==> config.mk <==
export PLATFORM = sky130hd
export DESIGN_NAME = sap_engine
export DESIGN_NICKNAME = d
export VERILOG_FILES = /design/src/logic/sap_pkg.sv /design/src/logic/sap_timer_if.sv /design/src/logic/sap_engine.sv /design/src/logic/sap_retry_timer.sv
export SDC_FILE = /design/constraint.sdc
export NUM_CORES = 1
export LEC_CHECK = 0
export BUFFER_PORTS_ARGS = -buffer_cell sky130_fd_sc_hd__buf_4
export CORE_MARGIN = 2
export CORE_UTILIZATION = 45
export CTS_CLUSTER_SIZE = 16
export DETAILED_ROUTE_END_ITERATION = 12
export GPL_ROUTABILITY_DRIVEN = 0
export GPL_TIMING_DRIVEN = 0
export PLACE_DENSITY_LB_ADDON = 0.08
export SETUP_SLACK_MARGIN = 0.15
export SLEW_MARGIN = 15
export SYNTH_ARGS = -nofsm -noshare
export SYNTH_HDL_FRONTEND = slang
export SYNTH_SLANG_ARGS = --single-unit
==> constraint.sdc <==
create_clock -name clk -period 8.5 [get_ports clk]
set_clock_uncertainty 0.1 [all_clocks]
set_input_delay 0.425 -clock clk [delete_from_list [all_inputs] [get_ports clk]]
set_output_delay 0.425 -clock clk [all_outputs]
set_load 0.005 [all_outputs]
==> src/logic/sap_pkg.sv <==
/*
 * Constants for the connectionless ARP / echo request engine: register
 * offsets, field positions, reset values and retransmission timing.
 * Assumes a 10 MHz system clock and a byte-wide host register port.
 */
// How it works
// RL1 - Writing one to command bit 1 sends an ARP request; bit self-clears.
// RL2 - Writing one to command bit 0 sends an echo request; bit self-clears.
// RL3 - Host never sets both bits, nor commands again before bits clear.
// RL4 - Outcome is reported only through the event flag register.
// RL5 - Retry interval is 16 bits in 100us units, reset 0x07D0, big-endian.
// RL6 - Without a reply, the request is resent each time the interval expires.
// RL7 - Retries beyond the retry limit raise the timeout flag.
// RL8 - Four-byte target IP register, first octet at lowest address.
// RL9 - An ARP reply stores the sender MAC, first octet at lowest address.
// RL10 - Echo sequence number is host-written only, never incremented.
// RL11 - Echo identifier register, 16-bit big-endian, resets to zero.
// RL12 - Event bits: 2 timeout, 1 ARP reply, 0 echo reply; write one clears.
// RL13 - Interrupt low while a flag is set, unmasked, and pending timer zero.
// RL14 - Reply or timeout stops retries, zeroes count, clears command.
`default_nettype none
package sap_pkg;
    localparam logic [15:0] ADDR_CMD      = 16'h004C;
    localparam logic [15:0] ADDR_RTR      = 16'h004D;
    localparam logic [15:0] ADDR_RCR      = 16'h004F;
    localparam logic [15:0] ADDR_PIP      = 16'h0050;
    localparam logic [15:0] ADDR_MAC      = 16'h0054;
    localparam logic [15:0] ADDR_SEQ      = 16'h005A;
    localparam logic [15:0] ADDR_ID       = 16'h005C;
    localparam logic [15:0] ADDR_MASK     = 16'h005E;
    localparam logic [15:0] ADDR_FLAGS    = 16'h005F;

    localparam int          CMD_PING_BIT  = 0;
    localparam int          CMD_ARP_BIT   = 1;
    localparam int          EV_PING_BIT   = 0;
    localparam int          EV_ARP_BIT    = 1;
    localparam int          EV_TMO_BIT    = 2;

    localparam logic [15:0] RTR_RESET     = 16'h07D0;
    localparam logic [7:0]  RCR_RESET     = 8'h00;

    localparam int          TICK_US       = 100;
    localparam int          CLK_MHZ       = 10;
    localparam int          TICK_CYCLES   = TICK_US * CLK_MHZ;

    typedef enum logic [1:0] {
        ST_IDLE,
        ST_SEND,
        ST_WAIT
    } sap_state_e;
endpackage
`default_nettype wire

==> src/logic/sap_timer_if.sv <==
/*
 * Link between the request engine and its retransmission timer.
 * Assumes both ends share one clock.
 */
`timescale 1ns/100ps
`default_nettype none
interface sap_timer_if;
    logic        start;
    logic        stop;
    logic [15:0] interval;
    logic        expire;

    modport engine (output start, output stop, output interval, input expire);
    modport timer  (input start, input stop, input interval, output expire);
endinterface
`default_nettype wire

==> src/logic/sap_engine.sv <==
/*
 * Connectionless ARP / echo request engine with its byte register file.
 * Assumes replies arrive as one-cycle pulses from the receive path and
 * that the transmit path takes tx_valid as a one-cycle request.
 */
`timescale 1ns/100ps
`default_nettype none
module sap_engine #(
    parameter int TICK_CYCLES = sap_pkg::TICK_CYCLES
) (
    input  wire logic        clk,
    input  wire logic        sys_rst,
    input  wire logic [15:0] reg_addr,
    input  wire logic        reg_wr,
    input  wire logic        reg_rd,
    input  wire logic [7:0]  reg_wdata,
    output logic      [7:0]  reg_rdata,
    input  wire logic        rx_arp_reply,
    input  wire logic [47:0] rx_sender_mac,
    input  wire logic        rx_echo_reply,
    input  wire logic        int_pend_zero,
    output logic             tx_valid,
    output logic             tx_is_arp,
    output logic      [31:0] tx_target_ip,
    output logic      [15:0] tx_echo_id,
    output logic      [15:0] tx_echo_seq,
    output logic             interrupt_out_low
);
    sap_pkg::sap_state_e state_reg, state_next;
    logic [1:0]  cmd_reg,   cmd_next;
    logic [15:0] rtr_reg,   rtr_next;
    logic [7:0]  rcr_reg,   rcr_next;
    logic [31:0] pip_reg,   pip_next;
    logic [47:0] mac_reg,   mac_next;
    logic [15:0] seq_reg,   seq_next;
    logic [15:0] id_reg,    id_next;
    logic [2:0]  mask_reg,  mask_next;
    logic [2:0]  flag_reg,  flag_next;
    logic [7:0]  retry_reg, retry_next;
    logic [7:0]  rdata_reg, rdata_next;
    logic        txv_reg,   txv_next;
    logic        arp_reg,   arp_next;
    logic        irq_n_reg, irq_n_next;
    logic [2:0]  ev_set;

    sap_timer_if tmr ();

    sap_retry_timer #(
        .TICK_CYCLES (TICK_CYCLES)
    ) u_timer (
        .clk     (clk),
        .sys_rst (sys_rst),
        .tmr     (tmr)
    );

    assign tmr.start    = (state_reg == sap_pkg::ST_SEND);
    assign tmr.stop     = (state_reg == sap_pkg::ST_IDLE);
    assign tmr.interval = rtr_reg;

    // Big-endian byte n of a multi-byte field
    function automatic logic [7:0] pick(input logic [47:0] v,
                                        input int          nbytes,
                                        input logic [15:0] off);
        pick = v[8 * (nbytes - 1 - int'(off)) +: 8];
    endfunction

    function automatic logic [7:0] read_byte(input logic [15:0] a);
        read_byte = 8'h00;
        if (a == sap_pkg::ADDR_CMD)
            read_byte = {6'h00, cmd_reg};
        else if (a >= sap_pkg::ADDR_RTR && a < sap_pkg::ADDR_RCR)
            read_byte = pick({32'h0, rtr_reg}, 2, a - sap_pkg::ADDR_RTR);
        else if (a == sap_pkg::ADDR_RCR)
            read_byte = rcr_reg;
        else if (a >= sap_pkg::ADDR_PIP && a < sap_pkg::ADDR_MAC)
            read_byte = pick({16'h0, pip_reg}, 4, a - sap_pkg::ADDR_PIP);
        else if (a >= sap_pkg::ADDR_MAC && a < sap_pkg::ADDR_SEQ)
            read_byte = pick(mac_reg, 6, a - sap_pkg::ADDR_MAC);
        else if (a >= sap_pkg::ADDR_SEQ && a < sap_pkg::ADDR_ID)
            read_byte = pick({32'h0, seq_reg}, 2, a - sap_pkg::ADDR_SEQ);
        else if (a >= sap_pkg::ADDR_ID && a < sap_pkg::ADDR_MASK)
            read_byte = pick({32'h0, id_reg}, 2, a - sap_pkg::ADDR_ID);
        else if (a == sap_pkg::ADDR_MASK)
            read_byte = {5'h00, mask_reg};
        else if (a == sap_pkg::ADDR_FLAGS)
            read_byte = {5'h00, flag_reg};
    endfunction

    always_comb begin
        state_next = state_reg;
        cmd_next   = cmd_reg;
        rtr_next   = rtr_reg;
        rcr_next   = rcr_reg;
        pip_next   = pip_reg;
        mac_next   = mac_reg;
        seq_next   = seq_reg;
        id_next    = id_reg;
        mask_next  = mask_reg;
        retry_next = retry_reg;
        txv_next   = 1'b0;
        arp_next   = arp_reg;
        ev_set     = 3'b000;
        rdata_next = rdata_reg;
        if (reg_rd)
            rdata_next = read_byte(reg_addr);

        if (reg_wr) begin
            unique case (reg_addr)
                sap_pkg::ADDR_CMD: begin
                    // Commands while busy are ignored
                    if (state_reg == sap_pkg::ST_IDLE && cmd_reg == 2'b00)
                        cmd_next = reg_wdata[1:0]; // RL1 RL2
                end
                sap_pkg::ADDR_RTR: rtr_next[15:8] = reg_wdata; // RL5
                sap_pkg::ADDR_RTR + 16'h0001:
                    rtr_next[7:0] = reg_wdata; // RL5
                sap_pkg::ADDR_RCR: rcr_next = reg_wdata;
                sap_pkg::ADDR_PIP: pip_next[31:24] = reg_wdata; // RL8
                sap_pkg::ADDR_PIP + 16'h0001:
                    pip_next[23:16] = reg_wdata; // RL8
                sap_pkg::ADDR_PIP + 16'h0002:
                    pip_next[15:8] = reg_wdata; // RL8
                sap_pkg::ADDR_PIP + 16'h0003:
                    pip_next[7:0] = reg_wdata; // RL8
                sap_pkg::ADDR_SEQ: seq_next[15:8] = reg_wdata; // RL10
                sap_pkg::ADDR_SEQ + 16'h0001:
                    seq_next[7:0] = reg_wdata; // RL10
                sap_pkg::ADDR_ID: id_next[15:8] = reg_wdata; // RL11
                sap_pkg::ADDR_ID + 16'h0001:
                    id_next[7:0] = reg_wdata; // RL11
                sap_pkg::ADDR_MASK: mask_next = reg_wdata[2:0];
                default: ;
            endcase
        end

        unique case (state_reg)
            sap_pkg::ST_IDLE: begin
                retry_next = 8'h00;
                if (cmd_reg != 2'b00) begin
                    // Both bits set is illegal; ARP is then taken
                    arp_next   = cmd_reg[sap_pkg::CMD_ARP_BIT];
                    state_next = sap_pkg::ST_SEND;
                end
            end
            sap_pkg::ST_SEND: begin
                txv_next   = 1'b1; // RL1 RL2 RL6
                state_next = sap_pkg::ST_WAIT;
            end
            sap_pkg::ST_WAIT: begin
                // A reply beats an expiry in the same cycle
                if (arp_reg && rx_arp_reply) begin
                    mac_next = rx_sender_mac; // RL9
                    ev_set[sap_pkg::EV_ARP_BIT] = 1'b1; // RL4
                end else if (!arp_reg && rx_echo_reply) begin
                    ev_set[sap_pkg::EV_PING_BIT] = 1'b1; // RL4
                end else if (tmr.expire) begin
                    if (retry_reg >= rcr_reg)
                        ev_set[sap_pkg::EV_TMO_BIT] = 1'b1; // RL7
                    else begin
                        retry_next = retry_reg + 8'h01; // RL6
                        state_next = sap_pkg::ST_SEND;
                    end
                end
                if (ev_set != 3'b000) begin
                    retry_next = 8'h00; // RL14
                    cmd_next   = 2'b00;
                    state_next = sap_pkg::ST_IDLE;
                end
            end
            // The fourth state code is unused; recover to idle
            default: state_next = sap_pkg::ST_IDLE;
        endcase

        flag_next = flag_reg;
        if (reg_wr && reg_addr == sap_pkg::ADDR_FLAGS)
            flag_next = flag_reg & ~reg_wdata[2:0]; // RL12
        flag_next = flag_next | ev_set; // RL12

        irq_n_next = !((flag_next & mask_next) != 3'b000
                       && int_pend_zero); // RL13
    end

    always_ff @(posedge clk) begin
        if (sys_rst) begin
            state_reg <= sap_pkg::ST_IDLE;
            cmd_reg   <= 2'b00;
            rtr_reg   <= sap_pkg::RTR_RESET;
            rcr_reg   <= sap_pkg::RCR_RESET;
            pip_reg   <= 32'h0000_0000;
            mac_reg   <= 48'h0000_0000_0000;
            seq_reg   <= 16'h0000;
            id_reg    <= 16'h0000;
            mask_reg  <= 3'h0;
            flag_reg  <= 3'h0;
            retry_reg <= 8'h00;
            rdata_reg <= 8'h00;
            txv_reg   <= 1'b0;
            arp_reg   <= 1'b0;
            irq_n_reg <= 1'b1;
        end else begin
            state_reg <= state_next;
            cmd_reg   <= cmd_next;
            rtr_reg   <= rtr_next;
            rcr_reg   <= rcr_next;
            pip_reg   <= pip_next;
            mac_reg   <= mac_next;
            seq_reg   <= seq_next;
            id_reg    <= id_next;
            mask_reg  <= mask_next;
            flag_reg  <= flag_next;
            retry_reg <= retry_next;
            rdata_reg <= rdata_next;
            txv_reg   <= txv_next;
            arp_reg   <= arp_next;
            irq_n_reg <= irq_n_next;
        end
    end

    assign reg_rdata         = rdata_reg;
    assign tx_valid          = txv_reg;
    assign tx_is_arp         = arp_reg;
    assign tx_target_ip      = pip_reg;
    assign tx_echo_id        = id_reg;
    assign tx_echo_seq       = seq_reg;
    assign interrupt_out_low = irq_n_reg;

    logic wait_reply;
    assign wait_reply = (arp_reg && rx_arp_reply) || (!arp_reg && rx_echo_reply);
endmodule
`default_nettype wire

==> src/logic/sap_retry_timer.sv <==
/*
 * Retransmission timer: counts 100us ticks up to the programmed interval
 * and pulses expire once. Assumes start is a one-cycle pulse.
 */
`timescale 1ns/100ps
`default_nettype none
module sap_retry_timer #(
    parameter int TICK_CYCLES = sap_pkg::TICK_CYCLES
) (
    input  wire logic  clk,
    input  wire logic  sys_rst,
    sap_timer_if.timer tmr
);
    logic [15:0] pre_reg;
    logic [15:0] pre_next;
    logic [15:0] unit_reg;
    logic [15:0] unit_next;
    logic        run_reg;
    logic        run_next;
    logic        exp_reg;
    logic        exp_next;

    localparam logic [15:0] PRE_LAST = 16'(TICK_CYCLES - 1);

    always_comb begin
        pre_next  = pre_reg;
        unit_next = unit_reg;
        run_next  = run_reg;
        exp_next  = 1'b0;
        if (tmr.start) begin
            pre_next  = 16'h0000;
            unit_next = 16'h0000;
            run_next  = 1'b1;
        end else if (tmr.stop) begin
            run_next = 1'b0;
        end else if (run_reg) begin
            if (pre_reg == PRE_LAST) begin
                pre_next  = 16'h0000;
                unit_next = unit_reg + 16'h0001;
                // A zero interval behaves as one unit rather than never
                if ({1'b0, unit_reg} + 17'h0_0001
                    >= {1'b0, tmr.interval}) begin
                    exp_next = 1'b1; // RL6
                    run_next = 1'b0;
                end
            end else begin
                pre_next = pre_reg + 16'h0001;
            end
        end
    end

    always_ff @(posedge clk) begin
        if (sys_rst) begin
            pre_reg  <= 16'h0000;
            unit_reg <= 16'h0000;
            run_reg  <= 1'b0;
            exp_reg  <= 1'b0;
        end else begin
            pre_reg  <= pre_next;
            unit_reg <= unit_next;
            run_reg  <= run_next;
            exp_reg  <= exp_next;
        end
    end

    assign tmr.expire = exp_reg;
endmodule
`default_nettype wire

==> metrics.md, run 1 <==
| Metric | Value |
|---|---|
| Worst-path cell chain | `ha_1 -> nand3_1 -> nor4_2 -> nand3_1 -> xnor2_1 -> ha_1 -> nand3_1 -> or3_1 -> o31a_1 -> o21ai_1 -> a21oi_1 -> o21a_1` |
| Seq. cell area | `3980 um^2` |
| Num rows | `55` |
| Worst-path fanout max | `6` |
| Syn Inst Count | `1225` |
| CTS Sinks | `slightly below 200` |
| GRT busiest layer | `met1` |
| DR iter-0 viols | `736` |
| Max-slew violations | `0` |
| CP Class | `reg2reg` |
| Worst path max stage delay | `between 600 and 700 ps` |
| Synth top area cells | `dfxtp_1 39%, nand2_1 8.4%, mux2i_1 5.6%, a21oi_1 5.3%, ha_1 5.1%` |
| Post-synth EDFFs | `0` |
| CTS tree | `yes` |
| Routed WL per cell | `just under 20 um` |
| Htree depth | `4` |
| Final worst setup slack | `4900 ps` |
| Yosys warnings | `0` |
| First-pass GRT wire length | `50700 um` |
| Crit. Startpoint | `u_timer.unit_reg[0]` |
| Pwr Density | `between 150 and 200 nW/um^2` |
| TritonRoute pass-1 iters | `6` |
| Largest net degree at the start of global routing | `25` |
| GRT met3 Usage | `0.0423` |
| Leakage | `0.00489 uW` |
| Drt drc | `0` |
| Buffer and inverter count on the worst path | `0` |
| CTS root buffer | `clkbuf_16` |
| # Post-CTS Setup Buffers | `0` |
| CP max stage cell | `nor4_2` |
| Fmax | `0.278 GHz` |
| Final hold violation count | `0` |
| Antenna-violating nets left | `0` |
| Sum of negative setup slack | `0 ps` |
| RSZ-0062 raised after global routing | `false` |
| Register area share after synthesis | `0.386` |
| Worst hold start | `int_pend_zero` |
| Area share of the largest cell type after synthesis | `0.386` |
| Die height | `155 um` |
| Grt total ovfl | `0` |
| Io pins | `between 150 and 200` |
| Asr flop ratio synth | `0` |
| Total CTS buffers | `17` |
| Req. time, crit path | `8750 ps` |
| Layout fillers | `approximately 2.2k` |
| Number of global-route vias before repair | `8892` |
| Via count | `9497` |
| MaxCap Viol Count | `0` |
| Met2 Use GR | `0.409` |
| Full die area | `24200 um^2` |
| Final setup fails | `0` |
| Area of the multi-input gates | `5850 um^2` |
| Largest register FFs | `48` |
| Final wirelength | `32700 um` |
| Most numerous cell on the critical path | `nand3_1` |
| Starting density of the core | `0.457` |
| Distinct cells, synth | `75` |
| Top_reg_cell synth | `dfxtp_1` |
| Most frequent cells in the layout | `231 x nand2_1, 199 x dfxtp_1, 152 x buf_4` |
| Worst hold-check path type | `in2reg` |
| Ratio of cells with drive above 1 in the final layout | `0.185` |
| Reg clk slew, reported paths | `90 ps` |
| Total GRT Usage | `0.274` |
| Met1 Use GR | `0.411` |
| Critical path startpoint category | `register` |
| Layout area overhead | `20.8%` |
| CTS resizes | `0` |
| Final period utilization | `0.423` |
| Layout net count | `1516` |
| HPWL after detailed placement | `24900 um` |
| FF+latch count, synth | `199` |
| Die Width | `155 um` |
| Hold buffers post-CTS | `0` |
| Initial antenna violation count | `0` |
| Core Area | `roughly 23000 um^2` |
| N_diodes | `0` |
| Worst setup EP type | `register` |
| Hold slack | `78.6 ps` |
| Slew headroom | `0.341` |
| Setup WS pre-CTS | `slightly below 5000 ps` |
| Commonest non-fill, non-tap cell in the layout | `nand2_1` |
| Worst Max-Slew Pin Slew | `980 ps` |
| Clk Latency, worst-skew pair | `450 ps` |
| Via density per instance | `5.61` |
| Outcome | `completed` |
| Top cell family by delay on the critical path | `simple AND/OR/NAND/NOR gates` |
| Syn_nets | `1346` |
| R2r startpoint | `u_timer.unit_reg[0]` |
| Post-Syn Area | `about 10000 um^2` |
| Mean Syn Cell Area | `8.42 um^2` |
| Peak VDD IR | `a little over 0.1 mV` |
| Power Total | `1950 uW` |
| Post-synth top area cell | `dfxtp_1` |
| IO buf count | `151` |
| Arr. time, crit path | `3850 ps` |
| CTS Buffer Depth | `2` |
| Crit path time final | `3600 ps` |
## cell type report
| type | count | area share |
|---|---|---|
| repair buffers | 151 | 0.0909 |
| plain buffers | 73 | 0.0251 |
| flip-flops and latches | 199 | 0.320 |
| multi-input cells | 907 | 0.469 |
| clock inverters | 15 | 0.0184 |
| clock buffers | 17 | 0.0341 |
| well taps | 285 | 0.0286 |
| inverters | 46 | 0.0139 |
## worst paths after layout
kind	end	slack [ps]	depth (start not counted)
worst max-delay path	u_timer.run_reg	4900	12
worst max register to register	u_timer.run_reg	4900	12
worst min-delay path	interrupt_out_low	80	2
worst min register to register	mac_reg[17]	360	2
## report_power, final
group | switching (uW) | leakage [uW] | internal [uW]
Sequential | 0.372 | 0.00160 | 932
Clock | 464 | 0.000313 | 420
Combinational | 80.6 | 0.00298 | 51.9
## synth_stat cells, types with 22 or more instances
| master | count |
|---|---|
| dfxtp_1 | 199 |
| a21oi_1 | 109 |
| ha_1 | 42 |
| clkbuf_1 | 47 |
| mux2i_1 | 58 |
| o21ai_0 | 22 |
| xor2_1 | 24 |
| nand3_1 | 30 |
| buf_2 | 22 |
| nand2_1 | 231 |
| xnor2_1 | 25 |
| nor2_1 | 124 |
| inv_1 | 44 |
## routing by layer
metal / up-vias / share of wire / wire length (um)
met2: 353 / 0.43 / 14000
met1: 4499 / 0.48 / 15700
met3: 38 / 0.076 / 2500
met4: 0 / 0.016 / 514
li1: 4607 / - / -
met5: - / 0 / 0
## logic make-up (layout without fill, tap and decap cells)
family	count (synthesis)	count (layout)	synth area share
simple gates	492	492	0.220
compound gates	229	229	0.138
flops	199	199	0.386
buf+inv	119	302	0.0470
mux	93	93	0.112
xor+xnor	51	51	0.0461
fa+ha+maj	42	42	0.0509
## metrics by stage
| step | util | instances | area [um^2] |
|---|---|---|---|
| after floorplan | - | 1225 | 10300 |
| after global placement | 0.523 | 1661 | 11800 |
| after detailed placement | 0.523 | 1661 | 11800 |
| after CTS | 0.552 | 1693 | 12500 |
| after global routing | 0.552 | 1693 | 12500 |
| final | 0.552 | 1693 | 12500 |
No activity file was read; power rests on OpenSTA's default activity.
==> run 2: changes to the inputs <==
clock period = 3.03 ns   (was 8.5 ns; I/O delays follow)
==> run 2 against run 1 <==
Worst hold slack improved by 14 ps; clock power rose to 2.8 times the previous value; non-clock buffer count rose by 75; global-route usage rose by 1.0 points; setup slack got worse by 4800 ps; highest routed layer unchanged; sequential share of layout area fell by 1.8 points; sequential cell count did not move; critical endpoint unchanged.
==> metrics.md, run 2 (same netlist as run 1, synthesis figures left out) <==
| Metric | Value |
|---|---|
| Outcome | `completed` |
| Antenna-violating nets left | `0` |
| Io pins | `154` |
| Routed wl met2 | `15100 um` |
| Largest net degree at the start of global routing | `25` |
| Slew headroom | `0.296` |
| Placed instance count | `between 1.5k and 2k` |
| R2R depth | `13` |
| Peak VDD IR | `0.346 mV` |
| Critical path startpoint category | `register` |
| Crit path time final | `2890 ps` |
| Starting density of the core | `0.457` |
| TritonRoute pass-1 iters | `4` |
| Final setup fails | `0` |
| CTS root buffer | `clkbuf_16` |
| Worst hold-check path type | `in2reg` |
| Num rows | `55` |
| Total GRT Usage | `0.284` |
| R2r startpoint | `u_timer.unit_reg[5]` |
| Pwr Density | `415 nW/um^2` |
| Die Width | `155 um` |
| Ratio of cells with drive above 1 in the final layout | `0.206` |
| RSZ-0062 raised after global routing | `true` |
| Crit. Startpoint | `u_timer.unit_reg[5]` |
| Hold slack | `92.8 ps` |
| Final worst setup slack | `around 140 ps` |
| Reg clk slew, reported paths | `90 ps` |
| N_diodes | `0` |
| DR iter-0 viols | `724` |
| Number of global-route vias before repair | `around 9.6k` |
| Commonest non-fill, non-tap cell in the layout | `nand2_1` |
| Layout fillers | `slightly above 2k` |
| Worst-path fanout max | `4` |
| Reg2reg end | `u_timer.run_reg` |
| Final hold violation count | `0` |
| Worst Max-Slew Pin Slew | `1050 ps` |
| Via density per instance | `5.65` |
| CP Class | `reg2reg` |
| HPWL after detailed placement | `approximately 25000 um` |
| Routed WL per cell | `19.4 um` |
| Final wirelength | `34300 um` |
| Power Total | `5530 uW` |
| Clk Latency, worst-skew pair | `450 ps` |
| Hold Path Cell Cnt | `4` |
| CP max stage cell | `dfxtp_4` |
| Arr. time, crit path | `between 3000 and 4000 ps` |
| Layout net count | `1591` |
| R2R setup slack | `~140 ps` |
| Full die area | `24200 um^2` |
| First-pass GRT wire length | `around 53000 um` |
| Crit path depth | `13` |
| Drt drc | `0` |
| Met3 wire length | `around 2700 um` |
| Worst path max stage delay | `380 ps` |
| Total CTS buffers | `17` |
| CTS Sinks | `199` |
| CTS Buffer Depth | `2` |
| Htree depth | `4` |
| Critical path destination | `u_timer.run_reg` |
| Core Area | `22600 um^2` |
| Req. time, crit path | `about 3300 ps` |
| Top cell family by delay on the critical path | `simple AND/OR/NAND/NOR gates` |
| Leakage | `~0.0053 uW` |
| Buffer and inverter count on the worst path | `1` |
| Grt total ovfl | `0` |
| Layout area overhead | `29.0%` |
| Setup WS pre-CTS | `-380 ps` |
| Post-route cell area | `13300 um^2` |
| Worst-path cell chain | `nand2_2 -> or3_4 -> or2_0 -> buf_4 -> nor2_4 -> xor2_1 -> ha_1 -> nand3_2 -> or3_1 -> o31a_1 -> o21ai_1 -> a21oi_2 -> o21a_1` |
| Worst setup EP type | `register` |
| Post-route insts no fill | `1768` |
| MaxCap Viol Count | `0` |
| Final period utilization | `0.955` |
| Largest register FFs | `48` |
| Placed Area | `between 10000 and 15000 um^2` |
| Die height | `approximately 160 um` |
| CTS tree | `yes` |
| Most frequent cells in the layout | `227 x nand2_1, 190 x dfxtp_1, 172 x buf_4` |
| IO buf count | `151` |
| Fmax | `~0.35 GHz` |
| Initial antenna violation count | `0` |
| Top routing layer used | `met4` |
| Metal1 wirelength | `15900 um` |
| Max-slew violations | `0` |
| Via count | `between 9k and 10k` |
-- run 2: worst min path at each step --
stage                                      to           from
after global placement      interrupt_out_low  int_pend_zero
after CTS                        state_reg[0]   rx_arp_reply
after detailed placement    interrupt_out_low  int_pend_zero
after floorplan             interrupt_out_low  int_pend_zero
after global routing      u_timer.pre_reg[10]        sys_rst
final                            state_reg[0]   rx_arp_reply
-- run 2: stage by stage --
| step | util | setup TNS [ps] |
|---|---|---|
| CTS | 0.585 | 0 |
| global route | 0.590 | -8.03 |
| detailed placement | 0.524 | -3320 |
| floorplan | - | 0 |
| global placement | 0.524 | -3450 |
| finish | 0.590 | 0 |
-- run 2: power by group --
| group | switching [uW] | internal, uW | leakage [uW] |
|---|---|---|---|
| Sequential | 1.09 | 2610 | 0.00161 |
| Clock | 1310 | 1180 | 0.000313 |
| Combinational | 241 | 195 | 0.00335 |
| Total | 1550 | 3980 | 0.00527 |
-- run 2: what timing repair did --
action,in CTS,in global routing
endpoints found under the setup margin,9,10
setup buffers,9,8
hold endpoints to repair,63,0
hold buffers,58,0
pin swaps,8,6
gates resized for setup,24,22
-- run 2: layer usage --
metal / GRT usage / vias up
li1: - / 4769
met1: 0.402 / 4765
met2: 0.441 / 403
met3: 0.0616 / 52
met4: 0.0708 / 0
met5: 0 / -
-- run 2: area by class of cell --
type / instances / area [um^2] / area share
Tap cell: 285 / 357 / 0.0268
Clock buffer: 17 / 425 / 0.0320
Timing Repair Buffer: 226 / 1840 / 0.138
Sequential cell: 199 / 4010 / 0.301
Multi-Input combinational cell: 907 / 5940 / 0.446
Clock inverter: 15 / 226 / 0.0170
Buffer: 73 / 333 / 0.0250
Inverter: 46 / 173 / 0.0130
-- run 2: worst min-delay path: stages --
cell,delay [ps]
buf_4,90
mux2i_1,140
nand3_1,120
a2111oi_0,70
